File: config.mk
export PLATFORM = sky130hd
export DESIGN_NAME = iaem_matcher
export DESIGN_NICKNAME = d
export VERILOG_FILES = /design/src/include/iaem_pkg.sv /design/src/rtl/iaem_matcher.sv
export VERILOG_INCLUDE_DIRS = /design/src /design/src/include
export SDC_FILE = /design/constraint.sdc
export NUM_CORES = 2
export LEC_CHECK = 0
export BUFFER_PORTS_ARGS = -buffer_cell sky130_fd_sc_hd__buf_2
export CORE_AREA = 2 2 327 329
export CTS_BUF_LIST = sky130_fd_sc_hd__clkbuf_16
export DETAILED_ROUTE_END_ITERATION = 6
export DIE_AREA = 0 0 329 331
export PLACE_DENSITY = 0.77
export SLEW_MARGIN = 25
export SYNTH_ARGS = -nofsm -noshare
export SYNTH_HDL_FRONTEND = slang
export SYNTH_SLANG_ARGS = --single-unit
export TNS_END_PERCENT = 100
File: constraint.sdc
create_clock -name i_core_clk -period 11.03 [get_ports i_core_clk]
set_input_delay 1.103 -clock i_core_clk [delete_from_list [all_inputs] [get_ports i_core_clk]]
set_output_delay 1.103 -clock i_core_clk [all_outputs]
set_load 0.02 [all_outputs]
File: src/include/iaem_defs.svh
`ifndef IAEM_DEFS_SVH
`define IAEM_DEFS_SVH

// ----------------------------------------------------------------
// Table geometry and address map
// ----------------------------------------------------------------
`define IAEM_NUM_ENT      4
`define IAEM_WPE          8
`define IAEM_TBL_WORDS    32
`define IAEM_OFF_HIT_CNT  12'h100
`define IAEM_OFF_DROP_CNT 12'h104
`define IAEM_OFF_LAST     12'h108
`define IAEM_OFF_CTRL     12'h10C

// ----------------------------------------------------------------
// Word index inside one entry
// ----------------------------------------------------------------
`define IAEM_W_CTL        0
`define IAEM_W_FLAGS      1
`define IAEM_W_SRC_ADDR   2
`define IAEM_W_SOURCE_ADDRESS_MASK 3
`define IAEM_W_DST_ADDR   4
`define IAEM_W_DESTINATION_ADDRESS_MASK 5
`define IAEM_W_SPORT      6
`define IAEM_W_DPORT      7

// ----------------------------------------------------------------
// Entry control word fields
// ----------------------------------------------------------------
`define IAEM_B_EN         0
`define IAEM_B_DENY       1
`define IAEM_B_SHUT       2
`define IAEM_B_PROTO_USER 3
`define IAEM_F_PROTO      11:4
`define IAEM_B_SRC_USER   12
`define IAEM_B_DST_USER   13
`define IAEM_F_SPORT_MODE 15:14
`define IAEM_F_DPORT_MODE 17:16

// ----------------------------------------------------------------
// Reset values and protocol constants
// ----------------------------------------------------------------
`define IAEM_RST_CTRL     32'h0000_0001
`define IAEM_PROTO_TCP    8'h06
`define IAEM_RESP_OKAY    2'h0
`define IAEM_RESP_SLVERR  2'h2

`endif

File: src/include/iaem_pkg.sv
package iaem_pkg;

    typedef logic [31:0] iaem_word_t;

    typedef enum logic [1:0] {
        IAEM_PM_ANY    = 2'h0,
        IAEM_PM_SINGLE = 2'h1,
        IAEM_PM_RANGE  = 2'h2,
        IAEM_PM_RSVD   = 2'h3
    } iaem_pmode_e;

    typedef enum logic [1:0] {
        IAEM_FL_DC    = 2'h0,
        IAEM_FL_SET   = 2'h1,
        IAEM_FL_UNSET = 2'h2,
        IAEM_FL_RSVD  = 2'h3
    } iaem_flag_e;

    // Flags order: [5] urgent [4] ack [3] push [2] reset [1] sync [0] finish
    typedef struct packed {
        logic [7:0]  proto;
        logic [31:0] src_addr;
        logic [31:0] dst_addr;
        logic [15:0] sport;
        logic [15:0] dport;
        logic [5:0]  tcp_flags;
    } iaem_hdr_s;

    typedef struct packed {
        logic       hit;
        logic [1:0] idx;
        logic       forward;
        logic       learn;
        logic       drop;
    } iaem_res_s;

endpackage

File: src/rtl/iaem_matcher.sv
`timescale 1ns/1ps
`include "iaem_defs.svh"
// What this block does
// - Permit hit: forward and learn frame
// - Deny hit: drop frame, never forward
// - Shutdown option never disables a port
// - Any protocol: protocol field not compared
// - Given protocol id must equal frame's
// - Any source address: source ignored
// - User source address must equal frame's outside its own mask
// - Any destination address: destination ignored
// - User destination address must equal frame's
// - Destination compare qualified by own mask
// - Any source port: don't care
// - Single source port must equal value
// - Range source port within lower, upper
// - Destination port any, single, range modes
// - Urgent flag set or unset matching
// - Don't-care flag accepts any value
// - Same matching for five other flags
module iaem_matcher
    import iaem_pkg::*;
(
    input  wire logic        i_core_clk,
    input  wire logic        i_rst_n,
    input  wire logic [11:0] i_axi_awaddr,
    input  wire logic        i_axi_awvalid,
    output logic             o_axi_awready,
    input  wire logic [31:0] i_axi_wdata,
    input  wire logic [3:0]  i_axi_wstrb,
    input  wire logic        i_axi_wvalid,
    output logic             o_axi_wready,
    output logic [1:0]       o_axi_bresp,
    output logic             o_axi_bvalid,
    input  wire logic        i_axi_bready,
    input  wire logic [11:0] i_axi_araddr,
    input  wire logic        i_axi_arvalid,
    output logic             o_axi_arready,
    output logic [31:0]      o_axi_rdata,
    output logic [1:0]       o_axi_rresp,
    output logic             o_axi_rvalid,
    input  wire logic        i_axi_rready,
    input  wire logic        i_frm_valid,
    input  wire iaem_hdr_s   i_frm_hdr,
    output logic             o_res_valid,
    output iaem_res_s        o_res
);

    // ----------------------------------------------------------------
    // Match helpers
    // ----------------------------------------------------------------
    function automatic logic addr_ok(input logic [31:0] a, input logic [31:0] v,
                                     input logic [31:0] m);
        addr_ok = ((a ^ v) & ~m) == 32'h0000_0000;
    endfunction

    function automatic logic port_ok(input logic [1:0] mode, input logic [15:0] p,
                                     input logic [31:0] lohi);
        case (mode)
            IAEM_PM_SINGLE: port_ok = (p == lohi[15:0]);
            IAEM_PM_RANGE:  port_ok = (p >= lohi[15:0]) && (p <= lohi[31:16]);
            default:        port_ok = 1'b1;
        endcase
    endfunction

    function automatic logic flag_ok(input logic [1:0] mode, input logic f,
                                     input logic tcp);
        case (mode)
            IAEM_FL_SET:   flag_ok = tcp && f;
            IAEM_FL_UNSET: flag_ok = !(tcp && f);
            default:       flag_ok = 1'b1;
        endcase
    endfunction

    function automatic logic is_ent(input logic [11:0] a);
        is_ent = (a[11:7] == 5'h00);
    endfunction

    // ----------------------------------------------------------------
    // State
    // ----------------------------------------------------------------
    iaem_word_t tbl_q [`IAEM_TBL_WORDS];
    iaem_word_t tbl_d [`IAEM_TBL_WORDS];
    logic [31:0] ctrl_q, ctrl_d, hit_cnt_q, hit_cnt_d, drop_cnt_q, drop_cnt_d;
    logic        awrdy_q, awrdy_d, brsp_v_q, brsp_v_d, arrdy_q, arrdy_d;
    logic        rv_q, rv_d;
    logic [1:0]  bresp_q, bresp_d, rresp_q, rresp_d;
    logic [31:0] rdata_q, rdata_d;
    logic        res_v_q, res_v_d;
    iaem_res_s   res_q, res_d;

    logic [`IAEM_NUM_ENT-1:0] hit_vec;
    logic [1:0]               sel;
    logic                     sel_deny;
    logic                     any_hit;
    logic                     is_tcp;

    // ----------------------------------------------------------------
    // Entry compare
    // ----------------------------------------------------------------
    always_comb
    begin
        iaem_word_t ctl;
        iaem_word_t flg;
        ctl    = 32'h0000_0000;
        flg    = 32'h0000_0000;
        is_tcp = (i_frm_hdr.proto == `IAEM_PROTO_TCP);
        for (int e = 0; e < `IAEM_NUM_ENT; e++)
        begin
            ctl = tbl_q[e*`IAEM_WPE + `IAEM_W_CTL];
            flg = tbl_q[e*`IAEM_WPE + `IAEM_W_FLAGS];
            hit_vec[e] = ctl[`IAEM_B_EN]
                && (!ctl[`IAEM_B_PROTO_USER]
                    || i_frm_hdr.proto == ctl[`IAEM_F_PROTO])
                && (!ctl[`IAEM_B_SRC_USER]
                    || addr_ok(i_frm_hdr.src_addr, tbl_q[e*`IAEM_WPE + `IAEM_W_SRC_ADDR],
                        tbl_q[e*`IAEM_WPE + `IAEM_W_SOURCE_ADDRESS_MASK]))
                && (!ctl[`IAEM_B_DST_USER]
                    || addr_ok(i_frm_hdr.dst_addr, tbl_q[e*`IAEM_WPE + `IAEM_W_DST_ADDR],
                        tbl_q[e*`IAEM_WPE + `IAEM_W_DESTINATION_ADDRESS_MASK]))
                && port_ok(ctl[`IAEM_F_SPORT_MODE], i_frm_hdr.sport,
                           tbl_q[e*`IAEM_WPE + `IAEM_W_SPORT])
                && port_ok(ctl[`IAEM_F_DPORT_MODE], i_frm_hdr.dport,
                           tbl_q[e*`IAEM_WPE + `IAEM_W_DPORT]);
            for (int f = 0; f < 6; f++)
            begin
                hit_vec[e] = hit_vec[e]
                    && flag_ok(flg[2*f +: 2], i_frm_hdr.tcp_flags[f], is_tcp);
            end
        end
    end

    // ----------------------------------------------------------------
    // Priority select and result
    // ----------------------------------------------------------------
    always_comb
    begin
        sel = 2'h0;
        for (int e = `IAEM_NUM_ENT - 1; e >= 0; e--)
        begin
            if (hit_vec[e])
            begin
                sel = 2'(e);
            end
        end
        any_hit  = (|hit_vec) && ctrl_q[0];
        sel_deny = tbl_q[{sel, 3'h0}][`IAEM_B_DENY];
        res_v_d  = i_frm_valid;
        res_d    = res_q;
        if (i_frm_valid)
        begin
            res_d.hit     = any_hit;
            res_d.idx     = any_hit ? sel : 2'h0;
            // Shutdown option is stored only; no port is ever disabled
            res_d.drop    = any_hit && sel_deny;
            res_d.forward = !(any_hit && sel_deny);
            res_d.learn   = !(any_hit && sel_deny);
        end
        hit_cnt_d  = hit_cnt_q + 32'(i_frm_valid && any_hit);
        drop_cnt_d = drop_cnt_q + 32'(i_frm_valid && any_hit && sel_deny);
    end

    // ----------------------------------------------------------------
    // Register bus
    // ----------------------------------------------------------------
    // Both address and data must be offered before the write is taken
    always_comb
    begin
        logic wr_fire;
        wr_fire  = awrdy_q;
        tbl_d    = tbl_q;
        ctrl_d   = ctrl_q;
        awrdy_d  = i_axi_awvalid && i_axi_wvalid && !awrdy_q && !brsp_v_q;
        brsp_v_d = wr_fire || (brsp_v_q && !i_axi_bready);
        bresp_d  = bresp_q;
        if (wr_fire)
        begin
            bresp_d = `IAEM_RESP_OKAY;
            if (is_ent(i_axi_awaddr))
            begin
                for (int b = 0; b < 4; b++)
                begin
                    if (i_axi_wstrb[b])
                    begin
                        tbl_d[i_axi_awaddr[6:2]][8*b +: 8] = i_axi_wdata[8*b +: 8];
                    end
                end
            end
            else if (i_axi_awaddr == `IAEM_OFF_CTRL)
            begin
                if (i_axi_wstrb[0])
                begin
                    ctrl_d = {31'h0, i_axi_wdata[0]};
                end
            end
            else if (i_axi_awaddr != `IAEM_OFF_HIT_CNT
                     && i_axi_awaddr != `IAEM_OFF_DROP_CNT
                     && i_axi_awaddr != `IAEM_OFF_LAST)
            begin
                bresp_d = `IAEM_RESP_SLVERR;
            end
        end
    end

    always_comb
    begin
        arrdy_d = i_axi_arvalid && !arrdy_q && !rv_q;
        rv_d    = arrdy_q || (rv_q && !i_axi_rready);
        rdata_d = rdata_q;
        rresp_d = rresp_q;
        if (arrdy_q)
        begin
            rresp_d = `IAEM_RESP_OKAY;
            rdata_d = 32'h0000_0000;
            if (is_ent(i_axi_araddr))
            begin
                rdata_d = tbl_q[i_axi_araddr[6:2]];
            end
            else
            begin
                case (i_axi_araddr)
                    `IAEM_OFF_HIT_CNT:  rdata_d = hit_cnt_q;
                    `IAEM_OFF_DROP_CNT: rdata_d = drop_cnt_q;
                    `IAEM_OFF_LAST:     rdata_d = {26'h0, res_q};
                    `IAEM_OFF_CTRL:     rdata_d = ctrl_q;
                    default:            rresp_d = `IAEM_RESP_SLVERR;
                endcase
            end
        end
    end

    always_ff @(posedge i_core_clk or negedge i_rst_n)
    begin
        if (!i_rst_n)
        begin
            for (int i = 0; i < `IAEM_TBL_WORDS; i++)
            begin
                tbl_q[i] <= 32'h0000_0000;
            end
            ctrl_q     <= `IAEM_RST_CTRL;
            hit_cnt_q  <= 32'h0000_0000;
            drop_cnt_q <= 32'h0000_0000;
            awrdy_q    <= 1'b0;
            brsp_v_q   <= 1'b0;
            bresp_q    <= 2'h0;
            arrdy_q    <= 1'b0;
            rv_q       <= 1'b0;
            rresp_q    <= 2'h0;
            rdata_q    <= 32'h0000_0000;
            res_v_q    <= 1'b0;
            res_q      <= 6'h00;
        end
        else
        begin
            tbl_q      <= tbl_d;
            ctrl_q     <= ctrl_d;
            hit_cnt_q  <= hit_cnt_d;
            drop_cnt_q <= drop_cnt_d;
            awrdy_q    <= awrdy_d;
            brsp_v_q   <= brsp_v_d;
            bresp_q    <= bresp_d;
            arrdy_q    <= arrdy_d;
            rv_q       <= rv_d;
            rresp_q    <= rresp_d;
            rdata_q    <= rdata_d;
            res_v_q    <= res_v_d;
            res_q      <= res_d;
        end
    end

    assign o_axi_awready = awrdy_q;
    assign o_axi_wready  = awrdy_q;
    assign o_axi_bvalid  = brsp_v_q;
    assign o_axi_bresp   = bresp_q;
    assign o_axi_arready = arrdy_q;
    assign o_axi_rvalid  = rv_q;
    assign o_axi_rresp   = rresp_q;
    assign o_axi_rdata   = rdata_q;
    assign o_res_valid   = res_v_q;
    assign o_res         = res_q;
endmodule

==> impl_metrics.py <==
metrics = {
    "outcome": {
        "status": "completed",
    },
    "logic_synthesis": {
        "async_reset_ff_share_pct": 100,
        "synth_edf_count": 0,
        "ys.flop_type": "dfrtp_1",
        "synth.distinct_cells": 72,
        "post_synth.cell_area_avg_sq_um": 12.3,
        "postSynthCellCount": 5110,
        "ys_warn_count": 0,
        "netlist_area_sq_um": 62600,
        "ys_seq_elements": 1133,
        "yosysSeqAreaShare_pct": 45.3,
    },
    "grt": {
        "antenna_found_initial": 33,
        "groute.usage.overall_pct": 47.2,
        "gr-total-overflow": 0,
        "grt_pass1_wl_microns": 354000,
        "grt_max_degree": 190,
        "grt_pass1_vias": 46000,
    },
    "clock_network": {
        "cts_tree": "built",
        "hold_buffers": 0,
        "cts.sinks": 1133,
        "htreeDepth": 3,
        "clk-insertion-delay-late_ns": 0.76,
        "cts-resized-gates": 0,
        "cts_made_buffers": 119,
        "cts_setup_buffers": 0,
        "cts_buffer_depth": 3,
        "clk_pin_slew_ns": 0.07,
        "cts_root_buf": "clkbuf_16",
    },
    "worst_hold_path": {
        "hp-class": "input pin to asynchronous set/reset pin",
    },
    "floorplan": {
        "dieHeight_microns": 331,
        "start_util_pct": 59.7,
        "core_area_sq_um": 105000,
        "io_pins": 226,
        "dieArea_sq_um": 109000,
        "die_x_microns": 329,
        "rows": 119,
    },
    "worst_setup_path": {
        "critPathLaunch": "i_frm_hdr[106]",
        "critPathRequiredTime_ns": 11.65,
        "cpMostUsedCell": "nand3_1",
        "critPathMaxStageDelay_ns": 1.13,
        "cp-end-kind": "register",
        "worstPathCellList": "buf_2, nor4_4, nand3_1, mux2_2, o211ai_1, nor4_1, o2111ai_1, o21ai_1, a211oi_1, nor3_1, ha_1, ha_1, and3_1, nand4_1, nor2_1, nand3_1, nor2_1, nand3_1, xnor2_1",
        "critPathBufInv": 1,
        "critPathSlowestCell": "nor4_1",
        "worstSetupPathType": "input pin to register",
        "crit-reg2reg-launch": "tbl_q[741]$_DFFE_PN0P_",
        "crit_arrival_ns": 7.44,
        "reg2reg_to": "drop_cnt_q[28]$_DFF_PN0_",
        "startpoint_type": "input pin",
        "path_delay_family": "simple AND/OR/NAND/NOR gates",
        "reg2reg_slack_ns": 4.53,
        "cp_max_fo": 6,
        "ff2ff_path_depth": 18,
    },
    "sta": {
        "slew_viol_final": 0,
        "finalSetupViolations": 0,
        "finalClockSkew_ns": 0.0357,
        "relSlewSlack_pct": 9.12,
        "worst_pin_slew_ns": 1.36,
        "finalCritPeriodShare_pct": 61.9,
        "fin_crit_ns": 6.83,
        "setup_tns_ns": 0,
        "max_freq_mhz": 147,
        "finalHoldViolations": 0,
        "rsz0062_at_grt": "no",
    },
    "detailed_routing": {
        "drc": 0,
        "routedWlPerCell_microns": 38.1,
        "drt-vias-per-instance": 7.11,
        "drtIter0Drc": 7032,
        "ant_nets": 0,
        "drtPass1Iterations": 7,
        "vias": 47600,
        "wl_microns": 256000,
    },
    "placed_design": {
        "dp_hpwl_microns": 192000,
        "place.gp.congestion": 1.11,
        "io_buffers": 223,
        "placedCellCount": 6462,
    },
    "cells_and_area": {
        "fin_util_pct": 65.8,
        "finalNetCount": 5697,
        "drive_gt1_share_pct": 32.1,
        "stdcell_count": 6704,
        "syn2layout_area_growth_pct": 10.2,
    },
    "power": {
        "max-vdd-ir-drop_mv": 0.146,
        "p_leak_nw": 31.8,
        "powerDensity_nw_per_um2": 135,
    },
    "run": {
        "cap_violations": 0,
    },
}
routing by layer:
metal / up-vias / share of wire [%] / GRT usage [%]
li1: 18700 / - / -
met1: 24400 / 36 / 60.7
met2: 3723 / 41 / 66.0
met3: 788 / 15 / 19.6
met4: 28 / 8.1 / 29.8
met5: - / 0.12 / 0.826
area by class of cell:
type                    instances  area [sq um]
well taps                    1391          1740
multi-input cells            3333         32100
inverters                     333          1250
flip-flops and latches       1133         28400
diodes                         14          35.0
repair buffers                275          1690
clock inverters               105           887
fillers                      7858         35900
clock buffers                 120          3000
per-stage QoR:
stage          setup WS, ns  area, sq um  power (mW)  hold WS, ns
3_5_place_dp           4.04        64900        5.25        0.454
5_1_grt                4.24        69000        9.51        0.247
2_1_floorplan          6.27        62600        4.82        0.445
3_3_place_gp           4.21        64800        5.24        0.441
6_report               4.20        69000        9.31        0.221
4_1_cts                4.68        68800        9.26        0.466
where the power goes:
group          internal [mW]  switching (mW)
sequential              4.22          0.0400
combinational          0.303           0.654
clock                   2.26            1.83
total                   6.78            2.52
worst reg2reg max path: cells and delay by family, from the launching register on:
kind / cells / cell delay (ns)
simple gates: 9 / 3.12
compound gates: 5 / 1.83
fa+ha+maj: 2 / 0.51
flops: 1 / 0.48
xor+xnor: 2 / 0.41
registers in the layout, summed over array words and instances (netlist names):
| signal | cells |
|---|---|
| drop_cnt_q | 32 |
| o_axi_awready | 1 |
| ctrl_q | 1 |
| tbl_q | 1024 |
| o_axi_bresp | 1 |
| o_axi_bvalid | 1 |
| o_res_valid | 1 |
| hit_cnt_q | 32 |
| o_axi_rdata | 32 |
| o_axi_rvalid | 1 |
| o_axi_rresp | 1 |
| o_res | 5 |
| o_axi_arready | 1 |
synthesized netlist by cell type, drive strengths merged (3+ instances only):
cell type / n / share of area, %
dfrtp: 1132 / 45
mux2: 859 / 15
nand2: 345 / 2.1
xnor2: 335 / 4.7
inv: 333 / 2.0
ha: 324 / 6.5
mux4: 321 / 12
clkbuf: 253 / 1.5
o21ai: 246 / 2.0
nor2: 195 / 1.2
o22ai: 138 / 1.4
a21oi: 130 / 1.0
nand4: 74 / 0.74
nand3: 63 / 0.50
buf: 59 / 0.46
nor4: 43 / 0.45
a222oi: 26 / 0.42
and3: 19 / 0.19
a21o: 17 / 0.20
nor3: 17 / 0.14
nor2b: 13 / 0.13
o211ai: 13 / 0.16
xor2: 13 / 0.18
and2: 11 / 0.11
mux2i: 11 / 0.18
o21a: 9 / 0.11
a221oi: 8 / 0.11
and4: 8 / 0.11
o221ai: 7 / 0.098
a211oi: 6 / 0.072
nand2b: 6 / 0.060
nor3b: 6 / 0.072
a22oi: 5 / 0.060
a31oi: 5 / 0.050
a21boi: 4 / 0.048
o221a: 4 / 0.072
or3: 4 / 0.040
or4: 4 / 0.048
a2111o: 3 / 0.054
a2111oi: 3 / 0.042
a221o: 3 / 0.048
o31ai: 3 / 0.036
layout by cell type (no fill, tap or decap), types with 26 or more instances in the layout:
master,count
a21oi_1,130
a222oi_1,26
buf_2,219
buf_4,42
clkbuf_16,120
clkinv_1,40
dfrtp_1,1131
ha_1,324
inv_1,349
mux2_2,857
mux4_2,321
nand2_1,343
nand3_1,63
nand4_1,74
nor2_1,134
nor2_2,48
nor4_1,37
o21ai_0,245
o22ai_1,138
xnor2_1,335
cells by family after synthesis:
kind of cell	count (synthesis)	share of synthesized area, %
compound gates	653	6.31
xor+xnor	348	4.87
fa+ha+maj	324	6.47
buf+inv	645	3.97
flops	1133	45.3
mux	1191	27.2
other cells	1	0.00599
simple gates	815	5.93
how the worst max path moves through the flow:
stage,cells after the start,slack [ns],to
2_1_floorplan,18,6.27,drop_cnt_q[28]$_DFF_PN0_
3_3_place_gp,19,4.21,drop_cnt_q[28]$_DFF_PN0_
3_5_place_dp,19,4.04,drop_cnt_q[28]$_DFF_PN0_
4_1_cts,19,4.68,drop_cnt_q[28]$_DFF_PN0_
5_1_grt,19,4.24,drop_cnt_q[28]$_DFF_PN0_
6_report,19,4.20,drop_cnt_q[28]$_DFF_PN0_
(Power assumes the default switching activity.)
